File: src/logic/interrupt_vector_priority_defines.svh
`ifndef INTERRUPT_VECTOR_PRIORITY_DEFINES_SVH
`define INTERRUPT_VECTOR_PRIORITY_DEFINES_SVH
// Register indices on the plain register port
`define IVP_REG_FLAGS 8'h00
`define IVP_REG_MASK 8'h01
`define IVP_REG_ROUTE 8'h02
`define IVP_REG_SERVICE 8'h03
`define IVP_REG_EVENTS 8'h04
`define IVP_REG_EV_MASK 8'h05
// Widths and counts
`define IVP_NUM_SRC 14
`define IVP_NUM_ROUTE 4
`define IVP_NUM_EV 3
// Vector word locations and priorities
`define IVP_VEC_RESET 7'h00
`define IVP_VEC_NMI 7'h04
`define IVP_VEC_MASK_BASE 7'h40
`define IVP_PRI_RESET 5'h01
`define IVP_PRI_NMI 5'h02
`define IVP_PRI_MASK_BASE 5'h03
// Soft trap numbers with fixed meaning
`define IVP_TRAP_NMI 5'h10
`define IVP_TRAP_FLAG_HI 5'h0D
`define IVP_TRAP_SOFT_LO 5'h11
`define IVP_TRAP_SOFT_HI 5'h1E
`define IVP_TRAP_SOFT_BIAS 5'h0F
// Event status bit positions
`define IVP_EV_TAKEN 0
`define IVP_EV_LOST 1
`define IVP_EV_BAD_TRAP 2
`endif

File: src/logic/interrupt_vector_priority_pkg.sv
package interrupt_vector_priority_pkg;
  // Which kind of source the core is being offered
  typedef enum logic [1:0] {
    SRC_NONE = 2'h0,
    SRC_RESET = 2'h1,
    SRC_NMI = 2'h3,
    SRC_MASKABLE = 2'h2
  } src_kind_e;
  // What the core sees on the vector port
  typedef struct packed {
    logic req;
    logic [4:0] level;
    logic [6:0] vector;
  } service_s;
  // Register port request
  typedef struct packed {
    logic wr;
    logic rd;
    logic [7:0] addr;
    logic [15:0] wdata;
  } reg_req_s;
endpackage : interrupt_vector_priority_pkg

File: src/logic/interrupt_vector_priority.sv
`timescale 1ns/100ps
`include "interrupt_vector_priority_defines.svh"
module interrupt_vector_priority
(
  // Clock and reset
  input wire logic clock,
  input wire logic rst,
  // Reset and trap requests
  input wire logic reset_pin_n,
  input wire logic soft_reset_trap,
  input wire logic nmi_request,
  input wire logic soft_trap_valid,
  input wire logic [4:0] soft_trap_num,
  // Maskable request pulses
  input wire logic ext_request_0,
  input wire logic ext_request_1,
  input wire logic ext_request_2,
  input wire logic ext_request_3,
  input wire logic timer_event,
  input wire logic serial0_rx_event,
  input wire logic serial0_tx_event,
  input wire logic serial1_rx_event,
  input wire logic serial1_tx_event,
  input wire logic serial2_rx_event,
  input wire logic serial2_tx_event,
  input wire logic host_port_event,
  input wire logic dma_ch0_event,
  input wire logic dma_ch1_event,
  input wire logic dma_ch2_event,
  input wire logic dma_ch3_event,
  input wire logic dma_ch4_event,
  input wire logic dma_ch5_event,
  // Core vector port
  input wire logic cpu_ack,
  output interrupt_vector_priority_pkg::service_s cpu_service,
  output logic trap_valid,
  output logic [6:0] trap_vector,
  // Register port
  input wire interrupt_vector_priority_pkg::reg_req_s reg_req,
  output logic [15:0] rdata,
  // Interrupt to software
  output logic irq
);

  ////////////////////////////////////////////////////////////////////
  // State
  // Sticky per-source flags and their enables, one bit per slot
  logic [13:0] pending_flags;
  logic [13:0] enable_mask;
  // Route bits pick DMA over the serial port for the shared slots
  logic [3:0] dma_route;
  // Block events and their enables, for the software interrupt
  logic [2:0] ctl_events;
  logic [2:0] ctl_ev_mask;
  // Reset and nonmaskable sit above the flag word, never masked
  logic reset_pend;
  logic nmi_pend;
  // What was offered last edge; an ack retires exactly this source
  interrupt_vector_priority_pkg::src_kind_e cur_kind;
  logic [3:0] cur_bit;

  ////////////////////////////////////////////////////////////////////
  // Register decode
  wire logic sel_flags = reg_req.addr == `IVP_REG_FLAGS;
  wire logic sel_mask = reg_req.addr == `IVP_REG_MASK;
  wire logic sel_route = reg_req.addr == `IVP_REG_ROUTE;
  wire logic sel_service = reg_req.addr == `IVP_REG_SERVICE;
  wire logic sel_events = reg_req.addr == `IVP_REG_EVENTS;
  wire logic sel_ev_mask = reg_req.addr == `IVP_REG_EV_MASK;
  // Strobes qualified by address; an unmapped write matches nothing
  wire logic wr_flags = reg_req.wr & sel_flags;
  wire logic wr_mask = reg_req.wr & sel_mask;
  wire logic wr_route = reg_req.wr & sel_route;
  wire logic wr_ev_mask = reg_req.wr & sel_ev_mask;
  wire logic rd_events = reg_req.rd & sel_events;

  ////////////////////////////////////////////////////////////////////
  // Source routing; the serial port owns shared slots by default
  // A source routed away has its pulses dropped, not queued
  wire logic [13:0] src_req = {
    dma_ch5_event,
    dma_ch4_event,
    dma_route[3] ? dma_ch3_event : serial1_tx_event,
    dma_route[2] ? dma_ch2_event : serial1_rx_event,
    host_port_event,
    ext_request_3,
    dma_route[1] ? dma_ch1_event : serial2_tx_event,
    dma_route[0] ? dma_ch0_event : serial2_rx_event,
    serial0_tx_event,
    serial0_rx_event,
    timer_event,
    ext_request_2,
    ext_request_1,
    ext_request_0
  };

  ////////////////////////////////////////////////////////////////////
  // Acknowledge decode against what the core was offered
  // An ack with nothing offered is ignored
  wire logic ack_live = cpu_ack & cpu_service.req;
  wire logic ack_reset =
    ack_live & (cur_kind == interrupt_vector_priority_pkg::SRC_RESET);
  wire logic ack_nmi =
    ack_live & (cur_kind == interrupt_vector_priority_pkg::SRC_NMI);
  wire logic ack_mask =
    ack_live & (cur_kind == interrupt_vector_priority_pkg::SRC_MASKABLE);

  ////////////////////////////////////////////////////////////////////
  // Soft trap decode; slots 6 and 7 are swapped in trap numbering
  // Traps below 14 only vector; they leave the flags alone
  wire logic trap_low = soft_trap_num <= `IVP_TRAP_FLAG_HI;
  wire logic trap_nmi = soft_trap_num == `IVP_TRAP_NMI;
  wire logic trap_soft = (soft_trap_num >= `IVP_TRAP_SOFT_LO) &
    (soft_trap_num <= `IVP_TRAP_SOFT_HI);
  // Numbers 14, 15 and 31 own no slot and raise an event instead
  wire logic trap_ok = soft_trap_valid & (trap_low | trap_nmi | trap_soft);
  wire logic trap_bad = soft_trap_valid & ~trap_ok;
  wire logic [3:0] trap_bit =
    (soft_trap_num == 5'h06) ? 4'h7 :
    (soft_trap_num == 5'h07) ? 4'h6 : soft_trap_num[3:0];
  wire logic [4:0] trap_soft_idx = soft_trap_num - `IVP_TRAP_SOFT_BIAS;
  wire logic [6:0] next_trap_vector =
    trap_nmi ? `IVP_VEC_NMI :
    trap_soft ? {trap_soft_idx, 2'h0} :
    `IVP_VEC_MASK_BASE + {1'h0, trap_bit, 2'h0};

  ////////////////////////////////////////////////////////////////////
  // Per-source flag: a new request wins over any clear in the same
  // cycle, so nothing is lost to a write-one-to-clear race
  logic [13:0] next_flags;
  logic [13:0] lost_req;
  genvar gi;
  generate
    for (gi = 0; gi < `IVP_NUM_SRC; gi = gi + 1)
    begin : g_flag
      wire logic clr = (wr_flags & reg_req.wdata[gi]) |
        (ack_mask & (cur_bit == 4'(gi)));
      assign next_flags[gi] =
        src_req[gi] | (pending_flags[gi] & ~clr);
      assign lost_req[gi] = src_req[gi] & pending_flags[gi];
    end
  endgenerate

  ////////////////////////////////////////////////////////////////////
  // Reset and nonmaskable pending; the pin holds reset pending
  // Software reset is a one-cycle pulse held until acked; only the pin holds past an ack
  wire logic next_reset_pend = ~reset_pin_n | soft_reset_trap |
    (reset_pend & ~ack_reset);
  // Trap sixteen is the software face of the nonmaskable request
  wire logic next_nmi_pend = nmi_request |
    (soft_trap_valid & trap_nmi) | (nmi_pend & ~ack_nmi);

  ////////////////////////////////////////////////////////////////////
  // Lowest enabled bit is the smallest priority number
  // Scan runs down so the last hit kept is the lowest bit
  function automatic logic [3:0] lowest_bit(input logic [13:0] v);
    logic [3:0] idx;
    idx = 4'h0;
    for (int k = `IVP_NUM_SRC - 1; k >= 0; k--)
    begin
      if (v[k])
      begin
        idx = 4'(k);
      end
    end
    return idx;
  endfunction : lowest_bit

  // The pick sees next-state flags and mask, so a write or an ack
  // counts at the same edge and the offer never lags by a cycle
  wire logic [13:0] next_mask =
    wr_mask ? reg_req.wdata[13:0] : enable_mask;
  wire logic [13:0] next_live = next_flags & next_mask;
  wire logic live_any = |next_live;
  wire logic [3:0] live_bit = lowest_bit(next_live);

  ////////////////////////////////////////////////////////////////////
  // Selection: reset, then nonmaskable, then maskable by bit
  wire interrupt_vector_priority_pkg::src_kind_e next_kind =
    next_reset_pend ? interrupt_vector_priority_pkg::SRC_RESET :
    next_nmi_pend ? interrupt_vector_priority_pkg::SRC_NMI :
    live_any ? interrupt_vector_priority_pkg::SRC_MASKABLE :
    interrupt_vector_priority_pkg::SRC_NONE;
  interrupt_vector_priority_pkg::service_s next_service;
  always_comb
  begin
    next_service.req = next_kind != interrupt_vector_priority_pkg::SRC_NONE;
    // Reset and nonmaskable own fixed slots above the flag word
    case (next_kind)
      interrupt_vector_priority_pkg::SRC_RESET:
      begin
        next_service.level = `IVP_PRI_RESET;
        next_service.vector = `IVP_VEC_RESET;
      end
      interrupt_vector_priority_pkg::SRC_NMI:
      begin
        next_service.level = `IVP_PRI_NMI;
        next_service.vector = `IVP_VEC_NMI;
      end
      interrupt_vector_priority_pkg::SRC_MASKABLE:
      begin
        // Four words per slot; bit 13 tops out at 74, never 78-7F
        next_service.level = `IVP_PRI_MASK_BASE + {1'h0, live_bit};
        next_service.vector =
          `IVP_VEC_MASK_BASE + {1'h0, live_bit, 2'h0};
      end
      default:
      begin
        next_service.level = 5'h00;
        next_service.vector = 7'h00;
      end
    endcase
  end

  ////////////////////////////////////////////////////////////////////
  // Block events, sticky; set beats the read that clears them
  // Bit 1 catches a source that pulsed again before service
  wire logic [2:0] ev_set = {trap_bad, |lost_req, ack_live};
  wire logic [2:0] next_events =
    ev_set | (ctl_events & ~{3{rd_events}});
  wire logic [2:0] next_ev_mask =
    wr_ev_mask ? reg_req.wdata[2:0] : ctl_ev_mask;

  ////////////////////////////////////////////////////////////////////
  // Read data mux, valid only the cycle after the read strobe
  // Unmapped addresses read as zero
  wire logic [15:0] rd_mux =
    sel_flags ? {2'h0, pending_flags} :
    sel_mask ? {2'h0, enable_mask} :
    sel_route ? {12'h000, dma_route} :
    sel_service ? {3'h0, cpu_service} :
    sel_events ? {13'h0, ctl_events} :
    sel_ev_mask ? {13'h0, ctl_ev_mask} : 16'h0000;
  wire logic [15:0] next_rdata = reg_req.rd ? rd_mux : 16'h0000;

  ////////////////////////////////////////////////////////////////////
  // Control state
  always_ff @(posedge clock)
  begin
    if (rst)
    begin
      pending_flags <= 14'h0000;
      enable_mask <= 14'h0000;
      dma_route <= 4'h0;
      ctl_events <= 3'h0;
      ctl_ev_mask <= 3'h0;
      reset_pend <= 1'b0;
      nmi_pend <= 1'b0;
    end
    else
    begin
      pending_flags <= next_flags;
      enable_mask <= next_mask;
      dma_route <= wr_route ? reg_req.wdata[3:0] : dma_route;
      ctl_events <= next_events;
      ctl_ev_mask <= next_ev_mask;
      reset_pend <= next_reset_pend;
      nmi_pend <= next_nmi_pend;
    end
  end

  ////////////////////////////////////////////////////////////////////
  // Outputs, registered from next state so they never lag an ack
  // Trap vector reads zero when not valid, so no stale slot shows
  always_ff @(posedge clock)
  begin
    if (rst)
    begin
      cpu_service <= '0;
      cur_kind <= interrupt_vector_priority_pkg::SRC_NONE;
      cur_bit <= 4'h0;
      trap_valid <= 1'b0;
      trap_vector <= 7'h00;
      rdata <= 16'h0000;
      irq <= 1'b0;
    end
    else
    begin
      cpu_service <= next_service;
      cur_kind <= next_kind;
      cur_bit <= live_bit;
      trap_valid <= trap_ok;
      trap_vector <= trap_ok ? next_trap_vector : 7'h00;
      rdata <= next_rdata;
      irq <= |(next_events & next_ev_mask);
    end
  end

endmodule : interrupt_vector_priority

File: config.mk
export PLATFORM = sky130hd
export DESIGN_NAME = interrupt_vector_priority
export DESIGN_NICKNAME = d
export VERILOG_FILES = /design/src/logic/interrupt_vector_priority_pkg.sv /design/src/logic/interrupt_vector_priority.sv
export VERILOG_INCLUDE_DIRS = /design/src /design/src/logic
export SDC_FILE = /design/constraint.sdc
export NUM_CORES = 1
export LEC_CHECK = 0
export BUFFER_PORTS_ARGS = -buffer_cell sky130_fd_sc_hd__buf_2
export CAP_MARGIN = 25
export CORE_ASPECT_RATIO = 1.4
export CORE_UTILIZATION = 50
export DETAILED_ROUTE_END_ITERATION = 8
export PLACE_DENSITY_LB_ADDON = 0.1
export SYNTH_ARGS = -nofsm -noshare
export SYNTH_HDL_FRONTEND = slang
export SYNTH_SLANG_ARGS = --single-unit
File: constraint.sdc
create_clock -name clock -period 4.4 [get_ports clock]
set_input_delay 0.44 -clock clock [delete_from_list [all_inputs] [get_ports clock]]
set_output_delay 0.44 -clock clock [all_outputs]
set_load 0.005 [all_outputs]
==> flow_summary.json <==
{
  "status": "finished, final reports clean",
  "core_area_mm2": 0.007361,
  "io_pins": 94,
  "avgSynthCellArea_um2": 8.955,
  "n_antenna_cell": 0,
  "die-area_mm2": 0.007988,
  "ys.flop_type": "dfxtp_1",
  "grt_usage_pct": 27.64,
  "synth.mux.area_fraction_pct": 9.019,
  "reg2reg_from": "cpu_service[12]$_SDFF_PP0_",
  "fmax_ghz": 0.3351,
  "rsz0062_at_grt": "false",
  "yosys.area_share.simple_pct": 26.24,
  "cap_violations": 0,
  "yosysSeqAreaShare_pct": 40.93,
  "wl_um": 10380,
  "fin_worst_skew_ns": 0.009456,
  "rr_endpoint": "cpu_service[9]$_SDFF_PP0_",
  "hold_viol": 0,
  "dp_slack_ns": 1.061,
  "synth_fa_ha_area_share_pct": 1.640,
  "synth_common_cells": "dfxtp_1, nor2_1, nand2_1",
  "drc": 0,
  "setup_slack_ns": 1.416,
  "criticalPathCategory": "primary input to flop",
  "fin_area_mm2": 0.004504,
  "core.rowCount": 37,
  "critPathSlowestCell": "buf_2",
  "clockBufferDepth": 2,
  "power_density_mw_per_mm2": 338.8,
  "postCtsSetupRepairBufs": 0,
  "holdBufCountCts": 0,
  "grt-ovfl-total": 0,
  "drv_slew": 0,
  "cts_sinks": 78,
  "yosys_warnings": 0,
  "setup_viol": 0,
  "crit_end": "cpu_service[9]$_SDFF_PP0_",
  "synth_area_leaders": "dfxtp_1, nor2_1, mux2i_1, nand4_1, nand2_1",
  "synth-seq-cells": 78,
  "start_kind": "primary input",
  "layout.nets": 567,
  "synth_area_leader_cell": "dfxtp_1",
  "r2r_cells": 10,
  "r2r_slack_ns": 1.45,
  "synthXorXnorAreaFrac_pct": 0.6888,
  "root_buffer": "clkbuf_8",
  "htree_levels": 3,
  "ctsResizeCount": 0,
  "cts_buffers": 9,
  "gp_congestion": 0.9038,
  "grt_max_degree": 53,
  "cts_tree": "yes",
  "yosysMostFrequentCell": "dfxtp_1",
  "syn2layout_area_growth_pct": 18.07,
  "crit_chain": "buf_2 -> nor2b_1 -> nand3_4 -> mux2i_1 -> or2_2 -> a311oi_1 -> o21bai_1 -> nand2_1 -> ha_1 -> xnor2_1 -> nor2_1",
  "post_drt_wl_per_cell_um": 17.08,
  "synth_top_family_by_area": "simple AND/OR/NAND/NOR gates",
  "period_needed_ns": 2.984,
  "fin_cells": 608,
  "ys_types": 73,
  "hpwl_um": 7927,
  "worst_pin_slew_ns": 0.6219,
  "numPortBuffers": 85,
  "initial_core_util_pct": 51.83,
  "viasPerCell": 5.898,
  "hold_class": "primary input to flop",
  "final_antenna_net_count": 0,
  "synth_top_area_share_pct": 40.93,
  "antenna_found_initial": 0,
  "peakVddDrop_mv": 0.1966,
  "leakagePower_nw": 1.936,
  "placed_cells": 592,
  "drtPass1Iterations": 5,
  "die_h_um": 105.4,
  "critPathRequiredTime_ns": 4.65,
  "crit_path_max_incr_delay_ns": 0.39,
  "crit_path_start": "reg_req[16]",
  "dpl-instance-area_mm2": 0.004267,
  "clk_pin_slew_ns": 0.08,
  "slew_headroom_pct": 58.54,
  "syn_inst": 426,
  "syn_area_mm2": 0.003815,
  "end_kind": "flop",
  "drt_iter0_drc": 297,
  "grt_pass1_wl_um": 16420,
  "synth_edf_count": 0,
  "crit_arrival_ns": 3.24,
  "cp_max_fo": 23,
  "synth-compound-area-share_pct": 16.33,
  "finalCritPeriodShare_pct": 67.82,
  "fp.dieW_um": 75.83,
  "dr_total_vias": 3586,
  "fin_tns_setup_ns": 0,
  "ys_async_sr_fraction_pct": 0,
  "grt_pass1_vias": 3445,
  "clk_latency_ns": 0.35,
  "drive_above_1_share_pct": 26.42
}
## cells by family (layout without fill, tap and decap cells)
logic type / after synthesis / in the layout
xor gates and xnor gates: 3 / 3
other: 1 / 6
DFF: 78 / 78
adders and majority gates: 5 / 5
and+or+nand+nor: 189 / 189
buffers and inverters: 38 / 118
AOI/OAI and AO/OA: 83 / 83
muxes: 29 / 29
## sequential cells by signal, summed over array words and instances (netlist names)
register	count
trap_vector	5
nmi_pend	1
ctl_events	3
cpu_service	11
irq	1
enable_mask	14
reset_pend	1
pending_flags	14
cur_kind	2
rdata	14
dma_route	4
cur_bit	4
ctl_ev_mask	3
trap_valid	1
## through the flow
stage / total power, mW / hold slack, ns / util (%)
global route: 1.581 / 0.3756 / 61.19
CTS: 1.529 / 0.3502 / 61.19
detailed placement: 0.8970 / 0.4797 / 57.96
global placement: 0.8957 / 0.4680 / 57.96
floorplan: 0.8343 / 0.4397 / -
finish: 1.526 / 0.3629 / 61.19
## critical path, delay by kind of cell
family,cells,cell delay (ns)
muxes,1,0.29
adders and majority gates,1,0.21
and+or+nand+nor,5,1.26
xor gates and xnor gates,1,0.12
AOI/OAI and AO/OA,2,0.52
buffers and inverters,1,0.39
## layout make-up
cell class                 count  area, um2
clock inverter                 6      110.1
inverter                      13      48.80
timing repair buffer          89      455.4
sequential                    78       1562
tap                           97      121.4
clock buffer                  10      127.6
multi-input combinational    315       2079
fill                         671       2856
## power breakdown
part           internal (mW)  leakage (nW)  switching [mW]  total, mW
clock                  0.376         0.112           0.267      0.643
sequential             0.724         0.636          0.0147      0.739
combinational         0.0577          1.19          0.0870      0.145
total                   1.16          1.94           0.369       1.53
## per-layer routing
layer	up-vias	share of wire (%)	GRT usage [%]
met5	-	0	0
met1	1688	39	32.03
met2	160	51	46.90
li1	1711	-	-
met3	27	6.2	5.736
met4	0	3.3	12.96
## how the worst min path moves through the flow
stage                                   from                           to  slack, ns  cells after the start
detailed placement  ctl_events[2]$_SDFF_PP0_     ctl_events[2]$_SDFF_PP0_       0.48                      2
finish                         ext_request_1  pending_flags[1]$_SDFF_PP0_       0.36                      3
global route                   ext_request_1  pending_flags[1]$_SDFF_PP0_       0.38                      3
CTS                            ext_request_3  pending_flags[8]$_SDFF_PP0_       0.35                      3
global placement    ctl_events[2]$_SDFF_PP0_     ctl_events[2]$_SDFF_PP0_       0.47                      2
floorplan           ctl_events[2]$_SDFF_PP0_     ctl_events[2]$_SDFF_PP0_       0.44                      2
## layout by cell type, fill, tap and decap left out, types with 7 or more instances in the layout
| master | n |
|---|---|
| buf_2 | 85 |
| dfxtp_1 | 78 |
| nor2_1 | 73 |
| nand2_1 | 28 |
| nand4_1 | 21 |
| mux2i_1 | 19 |
| nand3_1 | 15 |
| a31oi_1 | 15 |
| inv_1 | 12 |
| a21oi_1 | 11 |
| o221ai_1 | 9 |
| clkbuf_8 | 9 |
| o21ai_0 | 8 |
| nor3_1 | 8 |
| nor2b_1 | 7 |
No activity file was read; power rests on OpenSTA's default activity.
